$ cat src/logic/acr_params.svh
// register offsets, field positions, reset values and identity defaults of the configuration bank
`ifndef ACR_PARAMS_SVH
`define ACR_PARAMS_SVH
`define ACR_OFS_PORT_SETUP 8'h00
`define ACR_OFS_IDENTITY 8'h01
`define ACR_OFS_GRADE 8'h02
`define ACR_OFS_CHAN_SEL 8'h05
`define ACR_OFS_OP_STATE 8'h08
`define ACR_OFS_CLK_COND 8'h09
`define ACR_OFS_CLK_DIV 8'h0b
`define ACR_OFS_COMMIT 8'hff
`define ACR_RST_PORT_SETUP 8'h18
`define ACR_RST_CHAN_SEL 2'h3
`define ACR_RST_OP_STATE 8'h80
`define ACR_RST_CLK_COND 1'h0
`define ACR_RST_CLK_DIV 3'h0
`define ACR_BIT_LSB_HI 6
`define ACR_BIT_SRST_HI 5
`define ACR_BIT_SRST_LO 2
`define ACR_BIT_LSB_LO 1
`define ACR_PORT_FIXED 8'h18
`define ACR_BIT_COMMIT 0
`define ACR_BIT_DCS 0
`define ACR_GRADE_LSB 4
// arbitrary neutral identity values
`define ACR_DEF_IDENTITY 8'h5a
`define ACR_DEF_GRADE 2'h0
`endif

$ cat src/logic/acr_pkg.sv
// types shared by the configuration register bank
package acr_pkg;
  // operating state of one converter channel, coded 00..11 in order
  typedef enum logic [1:0] {MODE_RUN, MODE_POWER_DOWN, MODE_STANDBY, MODE_DIG_RESET} acr_mode_t;

  // per-channel operating-state register: bit 7, bits 6:5, bits 1:0
  typedef struct packed {
    logic ext_pd_en;
    logic [1:0] pin_fn;
    acr_mode_t mode;
  } acr_chan_t;
endpackage

$ cat src/logic/acr_bank.sv
// configuration register bank of a dual-channel converter with shadowed program registers
//
// Contract
// - port-setup register mirrors bit-order and soft-reset bits in both nibbles; resets 0x18
// - read-only identity register returns a fixed code; writes do nothing
// - channel-select bit 0 is channel A, bit 1 channel B; reset selects both
// - operating-state low bits: run, power-down, standby, chip digital reset, per channel
// - clock divider field divides sample clock by value plus one; global; resets to zero, dividing by one
// - shadowed writes act only after transfer write of 0x01; bit then self-clears
// - reading a per-channel register with both channels selected returns channel A
// - bit order defaults to most significant bit first after power-up
`timescale 1ns/1ns
`default_nettype none
`include "acr_params.svh"
module acr_bank #(
  parameter logic [7:0] CHIP_IDENTITY = `ACR_DEF_IDENTITY, // arbitrary value
  parameter logic [1:0] SPEED_GRADE = `ACR_DEF_GRADE // arbitrary value
) (
  input wire logic CLK_SYS, // system clock, 20 MHz
  input wire logic ARST_N, // asynchronous reset, active low
  input wire logic [7:0] REG_ADDR, // register address from the serial port
  input wire logic [7:0] REG_WDATA, // write data, already in register bit order
  input wire logic REG_WR, // one-cycle write strobe
  input wire logic REG_RD, // one-cycle read strobe
  output logic [7:0] REG_RDATA, // read data, valid the cycle after REG_RD
  output logic LSB_FIRST, // serial bit order: high for least significant first
  output acr_pkg::acr_chan_t CHAN_A_CFG, // applied state of channel A
  output acr_pkg::acr_chan_t CHAN_B_CFG, // applied state of channel B
  output logic DCS_EN, // applied duty-cycle stabilizer enable
  output logic [2:0] CLK_DIV, // applied divider field, ratio is value plus one
  output logic DIV_TICK // one pulse per divided sample clock period
);
  import acr_pkg::*;

  logic lsb_first, next_lsb_first;
  logic soft_rst, next_soft_rst;
  logic [1:0] chan_sel, next_chan_sel;
  logic commit, next_commit;
  acr_chan_t shadow_a, next_shadow_a, shadow_b, next_shadow_b;
  logic shadow_dcs, next_shadow_dcs;
  logic [2:0] shadow_div, next_shadow_div;
  acr_chan_t active_a, next_active_a, active_b, next_active_b;
  logic active_dcs, next_active_dcs;
  logic [2:0] active_div, next_active_div;
  logic [2:0] div_cnt, next_div_cnt;
  logic [7:0] rdata, next_rdata;
  logic wr_setup, wr_sel, wr_mode, wr_cond, wr_div, wr_commit;

  // packs a channel state into its register image
  function automatic logic [7:0] chan_image(input acr_chan_t c);
    chan_image = {c.ext_pd_en, c.pin_fn, 3'h0, c.mode};
  endfunction

  // unpacks a register image into a channel state
  function automatic acr_chan_t chan_from(input logic [7:0] d);
    chan_from = '{ext_pd_en: d[7], pin_fn: d[6:5], mode: acr_mode_t'(d[1:0])};
  endfunction

  localparam acr_chan_t CHAN_RST = chan_from(`ACR_RST_OP_STATE);

  // address decode of write strobes
  assign wr_setup = REG_WR && (REG_ADDR == `ACR_OFS_PORT_SETUP);
  assign wr_sel = REG_WR && (REG_ADDR == `ACR_OFS_CHAN_SEL);
  assign wr_mode = REG_WR && (REG_ADDR == `ACR_OFS_OP_STATE);
  assign wr_cond = REG_WR && (REG_ADDR == `ACR_OFS_CLK_COND);
  assign wr_div = REG_WR && (REG_ADDR == `ACR_OFS_CLK_DIV);
  assign wr_commit = REG_WR && (REG_ADDR == `ACR_OFS_COMMIT);

  // next values of the control and shadow registers
  always_comb
  begin
    next_lsb_first = lsb_first;
    next_soft_rst = 1'b0;
    next_chan_sel = chan_sel;
    next_commit = 1'b0;
    next_shadow_a = shadow_a;
    next_shadow_b = shadow_b;
    next_shadow_dcs = shadow_dcs;
    next_shadow_div = shadow_div;
    next_active_a = active_a;
    next_active_b = active_b;
    next_active_dcs = active_dcs;
    next_active_div = active_div;
    if (soft_rst)
    begin
      // a pending soft reset restores every default and drops its own bits
      next_lsb_first = 1'b0;
      next_chan_sel = `ACR_RST_CHAN_SEL;
      next_shadow_a = CHAN_RST;
      next_shadow_b = CHAN_RST;
      next_shadow_dcs = `ACR_RST_CLK_COND;
      next_shadow_div = `ACR_RST_CLK_DIV;
      next_active_a = CHAN_RST;
      next_active_b = CHAN_RST;
      next_active_dcs = `ACR_RST_CLK_COND;
      next_active_div = `ACR_RST_CLK_DIV;
    end
    else
    begin
      // either nibble sets the bit, so the register reads the same in both shift orders
      if (wr_setup)
      begin
        next_lsb_first = REG_WDATA[`ACR_BIT_LSB_HI] | REG_WDATA[`ACR_BIT_LSB_LO];
        next_soft_rst = REG_WDATA[`ACR_BIT_SRST_HI] | REG_WDATA[`ACR_BIT_SRST_LO];
      end
      if (wr_sel)
        next_chan_sel = REG_WDATA[1:0];
      // per-channel write goes to every selected channel
      if (wr_mode && chan_sel[0])
        next_shadow_a = chan_from(REG_WDATA);
      if (wr_mode && chan_sel[1])
        next_shadow_b = chan_from(REG_WDATA);
      if (wr_cond)
        next_shadow_dcs = REG_WDATA[`ACR_BIT_DCS];
      if (wr_div)
        next_shadow_div = REG_WDATA[2:0];
      if (wr_commit)
        next_commit = REG_WDATA[`ACR_BIT_COMMIT];
      // all shadows move to the applied copies in one edge, then the bit reads back zero
      if (commit)
      begin
        next_active_a = shadow_a;
        next_active_b = shadow_b;
        next_active_dcs = shadow_dcs;
        next_active_div = shadow_div;
      end
    end
  end

  // control and shadow registers
  always_ff @(posedge CLK_SYS or negedge ARST_N)
  begin
    if (!ARST_N)
    begin
      lsb_first <= 1'b0;
      soft_rst <= 1'b0;
      chan_sel <= `ACR_RST_CHAN_SEL;
      commit <= 1'b0;
      shadow_a <= CHAN_RST;
      shadow_b <= CHAN_RST;
      shadow_dcs <= `ACR_RST_CLK_COND;
      shadow_div <= `ACR_RST_CLK_DIV;
      active_a <= CHAN_RST;
      active_b <= CHAN_RST;
      active_dcs <= `ACR_RST_CLK_COND;
      active_div <= `ACR_RST_CLK_DIV;
    end
    else
    begin
      lsb_first <= next_lsb_first;
      soft_rst <= next_soft_rst;
      chan_sel <= next_chan_sel;
      commit <= next_commit;
      shadow_a <= next_shadow_a;
      shadow_b <= next_shadow_b;
      shadow_dcs <= next_shadow_dcs;
      shadow_div <= next_shadow_div;
      active_a <= next_active_a;
      active_b <= next_active_b;
      active_dcs <= next_active_dcs;
      active_div <= next_active_div;
    end
  end

  // read mux; unmapped addresses and open bits read zero
  always_comb
  begin
    next_rdata = rdata;
    if (REG_RD)
    begin
      unique case (REG_ADDR)
        `ACR_OFS_PORT_SETUP:
          next_rdata = `ACR_PORT_FIXED | {1'b0, lsb_first, soft_rst, 2'h0, soft_rst, lsb_first, 1'b0};
        `ACR_OFS_IDENTITY: next_rdata = CHIP_IDENTITY;
        `ACR_OFS_GRADE: next_rdata = {2'h0, SPEED_GRADE, 4'h0};
        `ACR_OFS_CHAN_SEL: next_rdata = {6'h0, chan_sel};
        // channel A wins whenever its select bit is set, including both selected
        `ACR_OFS_OP_STATE:
          next_rdata = (chan_sel[0] || !chan_sel[1]) ? chan_image(shadow_a) : chan_image(shadow_b);
        `ACR_OFS_CLK_COND: next_rdata = {7'h0, shadow_dcs};
        `ACR_OFS_CLK_DIV: next_rdata = {5'h0, shadow_div};
        `ACR_OFS_COMMIT: next_rdata = {7'h0, commit};
        default: next_rdata = 8'h00;
      endcase
    end
  end

  // divided sample clock: one tick every active_div+1 cycles; >= guards a ratio cut mid-count
  always_comb
  begin
    next_div_cnt = (div_cnt >= active_div) ? 3'h0 : div_cnt + 3'h1;
  end

  // read data and divider counter
  always_ff @(posedge CLK_SYS or negedge ARST_N)
  begin
    if (!ARST_N)
    begin
      rdata <= 8'h00;
      div_cnt <= 3'h0;
    end
    else
    begin
      rdata <= next_rdata;
      div_cnt <= next_div_cnt;
    end
  end

  assign REG_RDATA = rdata;
  assign LSB_FIRST = lsb_first;
  assign CHAN_A_CFG = active_a;
  assign CHAN_B_CFG = active_b;
  assign DCS_EN = active_dcs;
  assign CLK_DIV = active_div;
  assign DIV_TICK = (div_cnt >= active_div);
endmodule
`default_nettype wire

$ cat config.mk
export PLATFORM = sky130hd
export DESIGN_NAME = acr_bank
export DESIGN_NICKNAME = d
export VERILOG_FILES = /design/src/logic/acr_pkg.sv /design/src/logic/acr_bank.sv
export VERILOG_INCLUDE_DIRS = /design/src /design/src/logic
export SDC_FILE = /design/constraint.sdc
export NUM_CORES = 1
export LEC_CHECK = 0
export BUFFER_PORTS_ARGS = -buffer_cell sky130_fd_sc_hd__buf_2
export CAP_MARGIN = 5
export CORE_AREA = 10 10 71 73
export CTS_BUF_LIST = sky130_fd_sc_hd__clkbuf_8
export DETAILED_ROUTE_END_ITERATION = 16
export DIE_AREA = 0 0 81 83
export PLACE_DENSITY = 0.83
export RECOVER_POWER = 50
export SLEW_MARGIN = 20
export SYNTH_ARGS = -nofsm -noshare
export SYNTH_HDL_FRONTEND = slang
export SYNTH_SLANG_ARGS = --single-unit
$ cat constraint.sdc
create_clock -name CLK_SYS -period 3.39 [get_ports CLK_SYS]
set_input_delay 0.339 -clock CLK_SYS [delete_from_list [all_inputs] [get_ports CLK_SYS]]
set_output_delay 0.339 -clock CLK_SYS [all_outputs]
set_load 0.03 [all_outputs]
* Word-level counts from Yosys, hierarchy flattened
Index checks and enable logic that the tools add are counted.
** Operators by class
- Shift-type cells :: 0
- Eq/ne operators :: 6
- Bitwise logic cells :: 2
- $add $sub $neg :: 1
- Magnitude comparators :: 1
- Div/mod/pow operators :: 0
- Reduce and logical (&&, ||, !) cells :: 18
- Multipliers :: 0
- Mux-type cells :: 27
** Operator list (number)
- $pmux 8 s7 :: 1
- $mux 5 :: 8
- $eq 8x4->1 const B :: 3
- $mux 3 :: 5
- $reduce_bool 2->1 :: 7
- $mux 1 :: 10
- $eq 8x1->1 const B :: 1
- $eq 8x3->1 const B :: 1
- $eq 8x8->1 const B :: 1
- $logic_and 1x1->1 :: 8
- $logic_not 8->1 :: 1
- $mux 8 :: 1
- $mux 2 :: 2
- $add 3x1->3 const B :: 1
- $ge 3x3->1 :: 1
- $or 1x1->1 :: 2
- $logic_not 1->1 :: 1
- $logic_or 1x1->1 :: 1
** Word-level totals
- Register bits after elaboration :: 44
- Latch bits :: 0
- Bits in read-only memories :: 0
- Word-level logic and storage cells :: 77
- Output and inout bits :: 24
- Bits in writable memories :: 0
- Memories :: 0
- Input bits :: 20

* Longest topological paths before layout
Gate-level depths: netlist of run 1.
- Word-level depth :: 5
- Gate-level depth with buffers :: 6
- Mapped depth without buffers :: 6

* Worst setup path after synthesis of run 1
Ideal clock, no wire load.
- Path type :: input to register
- Start point :: input port REG_ADDR[5]
- End point :: register lsb_first (netlist: LSB_FIRST)
- Library setup time :: 0.099 ns
- Data required time :: 3.291 ns
- Path buffers :: 0
- Path slack :: 1.644 ns
- Stages on the path :: 5
- Arrival time :: 1.647 ns
- Cell sequence :: or4_4 > or2_4 > nor4_4 > a21oi_1 > a311oi_1
** Between the ends
- Cells in the longest elaborated chain, start to end :: 3
** RTL lines
- from (decl) :: line acr_bank.sv:21 : input wire logic [7:0] REG_ADDR,
- $logic_not 8->1
- $logic_and 1x1->1 :: line acr_bank.sv:62 : assign wr_setup = REG_WR && (REG_ADDR == `ACR_OFS_PORT_SETUP);
- $reduce_bool 2->1 (no line)
- to (signal assigned) :: line acr_bank.sv:150 : lsb_first <= next_lsb_first;
- to (decl) :: line acr_bank.sv:35 : logic lsb_first, next_lsb_first;
No other way between the ends.
A chain may end at the register's enable or synchronous reset.

* Worst setup path after layout of run 1
- Start point :: register chan_sel[1]
- End point :: register rdata[6] (netlist: REG_RDATA[6])
** Between the ends
- Cells in the longest elaborated chain, start to end :: 4
** RTL lines
- from (decl) :: line acr_bank.sv:37 : logic [1:0] chan_sel, next_chan_sel;
- from (signal assigned) :: line acr_bank.sv:137 : chan_sel <= `ACR_RST_CHAN_SEL;
- from (signal assigned) :: line acr_bank.sv:152 : chan_sel <= next_chan_sel;
- $logic_not 1->1 :: line acr_bank.sv:179 : next_rdata = (chan_sel[0] || !chan_sel[1]) ? chan_image(shadow_a) : chan_image(shadow_b);
- $logic_or 1x1->1 :: line acr_bank.sv:179
- $mux 8 :: line acr_bank.sv:179
- $pmux 8 s7 :: line acr_bank.sv:171 : unique case (REG_ADDR)
- to (signal assigned) :: line acr_bank.sv:204 : rdata <= next_rdata;
- to (decl) :: line acr_bank.sv:46 : logic [7:0] rdata, next_rdata;
No other way between the ends.

==> impl_results.md, run 1 <==
- Finished Layout Cells: 283
- Post-synth ARST share: 1.00
- Placed cells: roughly 280
- Initial DRC count: between 100 and 150
- Via/cell ratio: around 5.5
- Worst EP arrival: about 2200 ps
- Synthesized area: approximately 0.0021 sq mm
- Crit end category: register
- Synth warn: 0
- Post_cts resized: 0
- DRC viols: 0
- Max rail drop VDD: roughly 0.29 mV
- Most common cell after layout, fill and taps aside: nor2_1
- Post-CTS Setup Bufs: 0
- CTS sink count: between 40 and 50
- Final Hold Fails: 0
- H-tree depth: 2
- Filler cells: roughly 310
- Cell variety after synth: 38
- Required time at the worst-slack endpoint: between 3000 and 4000 ps
- Largest net degree at the start of global routing: between 40 and 50
- Place WS: approximately 1200 ps
- CP Capture Point: REG_RDATA[6]
- Share of layout cells above drive strength 1: 0.217
- TritonRoute pass-1 iters: 4
- Routed WL: between 4000 and 5000 um
- Tcrit/Tclk final: 0.606
- Clock Tree Buf Depth: 2
- Number of I/O pins: 44
- Least-Margin Pin Slew: 2180 ps
- Worst R2R Start: chan_sel[1]
- Worst reg2reg path depth: 5
- Final worst-path setup slack: 1340 ps
- Number of global-route vias before repair: 1500
- Setup TNS: 0 ps
- CTS Buf Count: 5
- Final setup viols: 0
- Leak pwr: around 0.0012 uW
- Synthesized flop and latch total: 43
- CP Launch Type: register
- Initial Util: 0.580
- Antenna violations before repair: 0
- Syn_area_per_cell: between 10 and 15 sq um
- Gr usage total: 0.129
- Type of the worst min-delay path: in2reg
- Sequential share of power: 0.585
- RSZ-0062 raised after global routing: no
- Slew Limit Headroom: -0.452
- DP HPWL: roughly 3200 um
- IO buf count: 41
- Die height: approximately 83 um
- Final antenna-violating net count: 0
- Clk_lat worst skew: ~290 ps
- Layout area overhead: 13.4%
- Core footprint: around 0.0036 sq mm
- Crit Path Category: reg2reg
- Part of the power in combinational logic: 0.092
- First-pass GRT wire length: a little over 7000 um
- Commonest non-fill, non-tap cells in the layout: nor2_1, dfrtp_1, buf_2, mux2i_1, clkbuf_1
- Worst Skew: 6.96 ps
- GP Congestion: about 0.87
- Vias: 1549
- Max Slew Vio Count: between 40 and 50
- EDFF count, synth: 0
- Sequential share of the synthesized area: 0.515
- Top_reg_cell synth: dfrtp_1
- Switching share of power: 0.243
- Nets@finish: approximately 260
- Wire per inst: between 15 and 20 um
- Rows: 22
- Min Tclk post-route: 2050 ps
- Worst reg2reg endpoint: REG_RDATA[6]
- CTS tree: yes
- Syn nets: between 200 and 250
- Max-cap violations: 1
- Die area: 0.00672 sq mm
- Critical Path Start: chan_sel[1]
- Reg2reg setup slack: around 1300 ps
- CTS clk-pin slew, worst paths: around 80 ps
- Hold buffers post-CTS: 0
- Die W: approximately 81 um
- P_sw: 223 uW
- Status: finished, violations left
- Fmax: a little under 500 MHz
- Failing checks: max-capacitance violations, max-slew violations
- Worst-path fanout max: 6
- N_diodes: 0
- GRT overflow: 0
- Synth Instances: roughly 200
- Internal power: ~700 uW
- Layout Utilization: 0.657
- PwrDens: 385 mW/mm^2
- Clock power share: 0.323
- CTS root buf: clkbuf_8
## worst min-delay path by stage
stage                      start            end  cells after the start
floorplan                 ARST_N  CHAN_A_CFG[0]                      0
global placement      div_cnt[0]     div_cnt[0]                      1
detailed placement    div_cnt[0]     div_cnt[0]                      1
CTS                       ARST_N   REG_RDATA[2]                      1
global route        REG_WDATA[2]  shadow_div[2]                      3
finish              REG_WDATA[7]    shadow_b[4]                      3
## cells by family after synthesis
family | Yosys count | share of synthesized area
compound gates | 27 | 0.0909
flops | 43 | 0.515
mux | 31 | 0.150
xor+xnor | 1 | 0.00416
fa+ha+maj | 4 | 0.0238
buf+inv | 21 | 0.0392
simple gates | 72 | 0.178
## power groups by stage
stage | clock network [uW] | registers [uW] | logic [uW]
after floorplan | 0 | 556 | 39.9
after global placement | 0 | 546 | 84.2
after detailed placement | 0 | 546 | 85.3
after CTS | 307 | 537 | 85.8
after global routing | 326 | 539 | 92.1
final | 297 | 537 | 84.2
## flip-flops by register name, indices dropped and copies added (netlist names), 2 cells and up
signal,count
CHAN_A_CFG,5
CHAN_B_CFG,5
shadow_div,3
chan_sel,2
shadow_b,5
CLK_DIV,3
shadow_a,5
div_cnt,3
REG_RDATA,7
## cells in the mapped netlist (4+ instances only)
| cell | n | area, sq um |
|---|---|---|
| a211o_1 | 4 | 35.0 |
| a21oi_1 | 7 | 35.0 |
| clkbuf_1 | 10 | 37.5 |
| dfrtp_1 | 37 | 926 |
| dfstp_2 | 6 | 158 |
| ha_1 | 4 | 50.1 |
| inv_1 | 7 | 26.3 |
| mux2_2 | 4 | 45.0 |
| mux2i_1 | 27 | 270 |
| nand2_1 | 6 | 22.5 |
| nand4_1 | 4 | 25.0 |
| nor2_1 | 38 | 143 |
| nor2b_1 | 6 | 37.5 |
| nor3_1 | 5 | 25.0 |
## layer usage
metal	global-route usage	vias to the layer above	routed length (um)
met5	0	-	0
met4	0.0376	0	36
met3	0.0463	2	353
met2	0.194	51	2040
met1	0.168	735	2040
li1	-	761	-
## final cells by class
class / instances / area (sq um) / share of cell area
clock buffer: 5 / 68.8 / 0.0288
clock inverter: 3 / 12.5 / 0.00524
inverter: 7 / 26.3 / 0.0110
multi-input combinational: 135 / 940 / 0.394
sequential: 43 / 1080 / 0.454
tap: 48 / 60.1 / 0.0252
timing repair buffer: 42 / 196 / 0.0823
## worst max-delay path: stages (launching register included)
cell and delay, ps:
dfstp_2 570, nor2b_1 550, mux2i_1 300, o21ai_0 100, o311a_1 150, mux2_2 260
## through the flow
stage                     area (sq um)  power [uW]  hold slack [ps]
after floorplan                   2110         596             43.4
after global placement            2320         630              450
after detailed placement          2320         632              465
after CTS                         2400         930              206
after global routing              2390         957              342
final                             2390         918              331
(Power assumes the default switching activity.)
==> run 2, diff against run 1 <==
--- a/config.mk
+++ b/config.mk
@@ -8,11 +8,11 @@
 export LEC_CHECK = 0
 export BUFFER_PORTS_ARGS = -buffer_cell sky130_fd_sc_hd__buf_2
 export CAP_MARGIN = 5
-export CORE_AREA = 10 10 71 73
+export CORE_AREA = 10 10 73 75
 export CTS_BUF_LIST = sky130_fd_sc_hd__clkbuf_8
 export DETAILED_ROUTE_END_ITERATION = 16
-export DIE_AREA = 0 0 81 83
-export PLACE_DENSITY = 0.83
+export DIE_AREA = 0 0 83 85
+export PLACE_DENSITY = 0.79
 export RECOVER_POWER = 50
 export SLEW_MARGIN = 20
 export SYNTH_ARGS = -nofsm -noshare
==> constraint.sdc (replaced) <==
create_clock -name CLK_SYS -period 1.9 [get_ports CLK_SYS]
set_input_delay 0.19 -clock CLK_SYS [delete_from_list [all_inputs] [get_ports CLK_SYS]]
set_output_delay 0.19 -clock CLK_SYS [all_outputs]
set_load 0.03 [all_outputs]
==> impl_results.md, run 2 (synthesis gave the netlist of run 1 again) <==
- Status: finished clean
- Antenna violations before repair: 0 (unchanged)
- CP max stage cell: dfrtp_1
- First-pass GRT wire length: 8200 um (+15%)
- Max-cap violations: 0 (-1)
- Gr usage total: 0.139 (+0.00984)
- Final antenna-violating net count: 0 (unchanged)
- Final Hold Fails: 0 (unchanged)
- CTS root buf: clkbuf_8
- Worst EP arrival: 1630 ps (-600 ps)
- Wire per inst: 16.1 um (+1.6%)
- Required time at the worst-slack endpoint: 1710 ps (-1850 ps)
- N_diodes: 0 (unchanged)
- GRT overflow: 0 (unchanged)
- CTS sink count: 43 (unchanged)
- Final setup viols: 0 (unchanged)
- Worst-path fanout max: 4 (-2)
- Worst Skew: 13.6 ps (+6.68 ps)
- Core footprint: 0.00391 sq mm (+7.7%)
- CP Launch Type: register
- Crit Path Category: reg2out
- Rows: 23 (+4.5%)
- RSZ-0062 raised after global routing: no
- Share of layout cells above drive strength 1: 0.256 (+0.0391)
- CTS tree: yes
- CTS Buf Count: 5 (unchanged)
- Max incr delay on CP: 400 ps (-170 ps)
- Fmax: around 550 MHz
- Max Slew Vio Count: 0 (-100%)
- Largest net degree at the start of global routing: 44 (unchanged)
- Commonest non-fill, non-tap cells in the layout: nor2_1, dfrtp_1, buf_2, mux2i_1, clkbuf_1
- Crit end category: primary output
- Layout area overhead: 17.8%
- GP Congestion: 0.845 (-2.9%)
- Setup TNS: 0 ps (unchanged)
- Min Tclk post-route: 1820 ps
- Vias: 1612 (+4.1%)
- Clk_lat worst skew: 300 ps (about the same)
- Nets@finish: 269 (+4.3%)
- Most common cell after layout, fill and taps aside: nor2_1
- H-tree depth: 2 (unchanged)
- Max rail drop VDD: 0.463 mV (+57%)
- DP HPWL: 3490 um (+8.2%)
- Leak pwr: 0.00130 uW (+5.2%)
- Initial Util: 0.538 (-0.0415)
- WP buf/inv: 1 (+1)
- Largest register FFs: 7 (unchanged)
- IO buf count: 41 (unchanged)
- Initial DRC count: 163 (+18%)
- Finished Layout Cells: 296 (+4.6%)
- Slew Limit Headroom: 0.288 (+0.740)
- Crit path top cell by count: a21o_1
- TritonRoute pass-1 iters: 4 (unchanged)
- Die area: 0.00706 sq mm (+4.9%)
- Crit path cell chain: ha_1, nand2b_1, a21o_1, a21o_1, buf_6
- Clock Tree Buf Depth: 2 (unchanged)
- Number of global-route vias before repair: 1674 (+12%)
- Via/cell ratio: 5.45 (-0.50%)
- Placed cells: 286 (+4.0%)
- Number of I/O pins: 44 (unchanged)
- Routed WL: 4750 um (+6.3%)
- CTS clk-pin slew, worst paths: 80 ps (about the same)
- Least-Margin Pin Slew: 1070 ps (-1110 ps)
- DRC viols: 0 (unchanged)
- Type of the worst min-delay path: in2reg
- Die W: 83 um (+2.5%)
- Die height: 85 um (+2.4%)
- Tcrit/Tclk final: 0.958
- Worst path top cell family by delay: flip-flops
- PwrDens: 676 mW/mm^2 (+76%)
[run 2: cell types whose count changed in the layout (fill, tap and decap cells not counted), sizes merged]
cell         before  now
buf              29   40
clkbuf           18   17
dlygate4sd3       0    1
[run 2: cell type report]
| class | count | area [sq um] |
|---|---|---|
| fillers | 347 | 1430 |
| flip-flops and latches | 43 | 1080 |
| multi-input cells | 135 | 940 |
| repair buffers | 53 | 288 |
| clock buffers | 5 | 68.8 |
| well taps | 50 | 62.6 |
| inverters | 7 | 26.3 |
| clock inverters | 3 | 12.5 |
[run 2: final timing paths]
kind / start / slack (ps) / depth (start not counted) / to
worst max-delay path: CLK_DIV[0] / 80 / 5 / DIV_TICK
worst min-delay path: REG_WDATA[7] / 170 / 3 / shadow_b[4]
min in group asynchronous: ARST_N / 680 / 3 / DCS_EN
max in group asynchronous: ARST_N / 550 / 3 / div_cnt[1]
worst max register to register: chan_sel[1] / 170 / 6 / REG_RDATA[1]
worst min register to register: REG_RDATA[6] / 500 / 1 / REG_RDATA[6]
[run 2: metrics by stage]
step / worst slack [ps] / hold slack (ps) / total power [uW] / instance area, sq um / util
2_1_floorplan: 233 / -106 / 1060 / 2110 / -
3_3_place_gp: 88.7 / 290 / 1130 / 2390 / 0.611
3_5_place_dp: 60.6 / 296 / 1140 / 2390 / 0.611
4_1_cts: 1.99 / 169 / 1680 / 2480 / 0.635
5_1_grt: 5.32 / 184 / 1740 / 2480 / 0.634
6_report: 79.1 / 169 / 1680 / 2480 / 0.634
[run 2: per-layer routing]
layer / global-route usage / part of all wire / up-vias
met1: 0.187 / 0.48 / 772
li1: - / - / 787
met5: 0 / 0 / -
met3: 0.0488 / 0.067 / 4
met4: 0.0387 / 0.0080 / 0
met2: 0.205 / 0.45 / 49
[run 2: repair_timing]
item,CTS,global route
setup buffers,0,1
hold buffers,1,0
endpoints found under the setup margin,0,1
resized for setup,0,3
endpoints found under the hold margin,37,0
[run 2: report_power, final]
group	internal, uW	leakage (uW)	switching (uW)	total (uW)
Sequential	942	0.000575	15.7	957
Clock	248	0.0000505	312	559
Combinational	58.8	0.000672	102	160
Total	1250	0.00130	429	1680
[run 2: tightest hold or removal path, stage by stage]
cell,delay (ps)
buf_2,90
nor3_1,40
a21oi_1,120
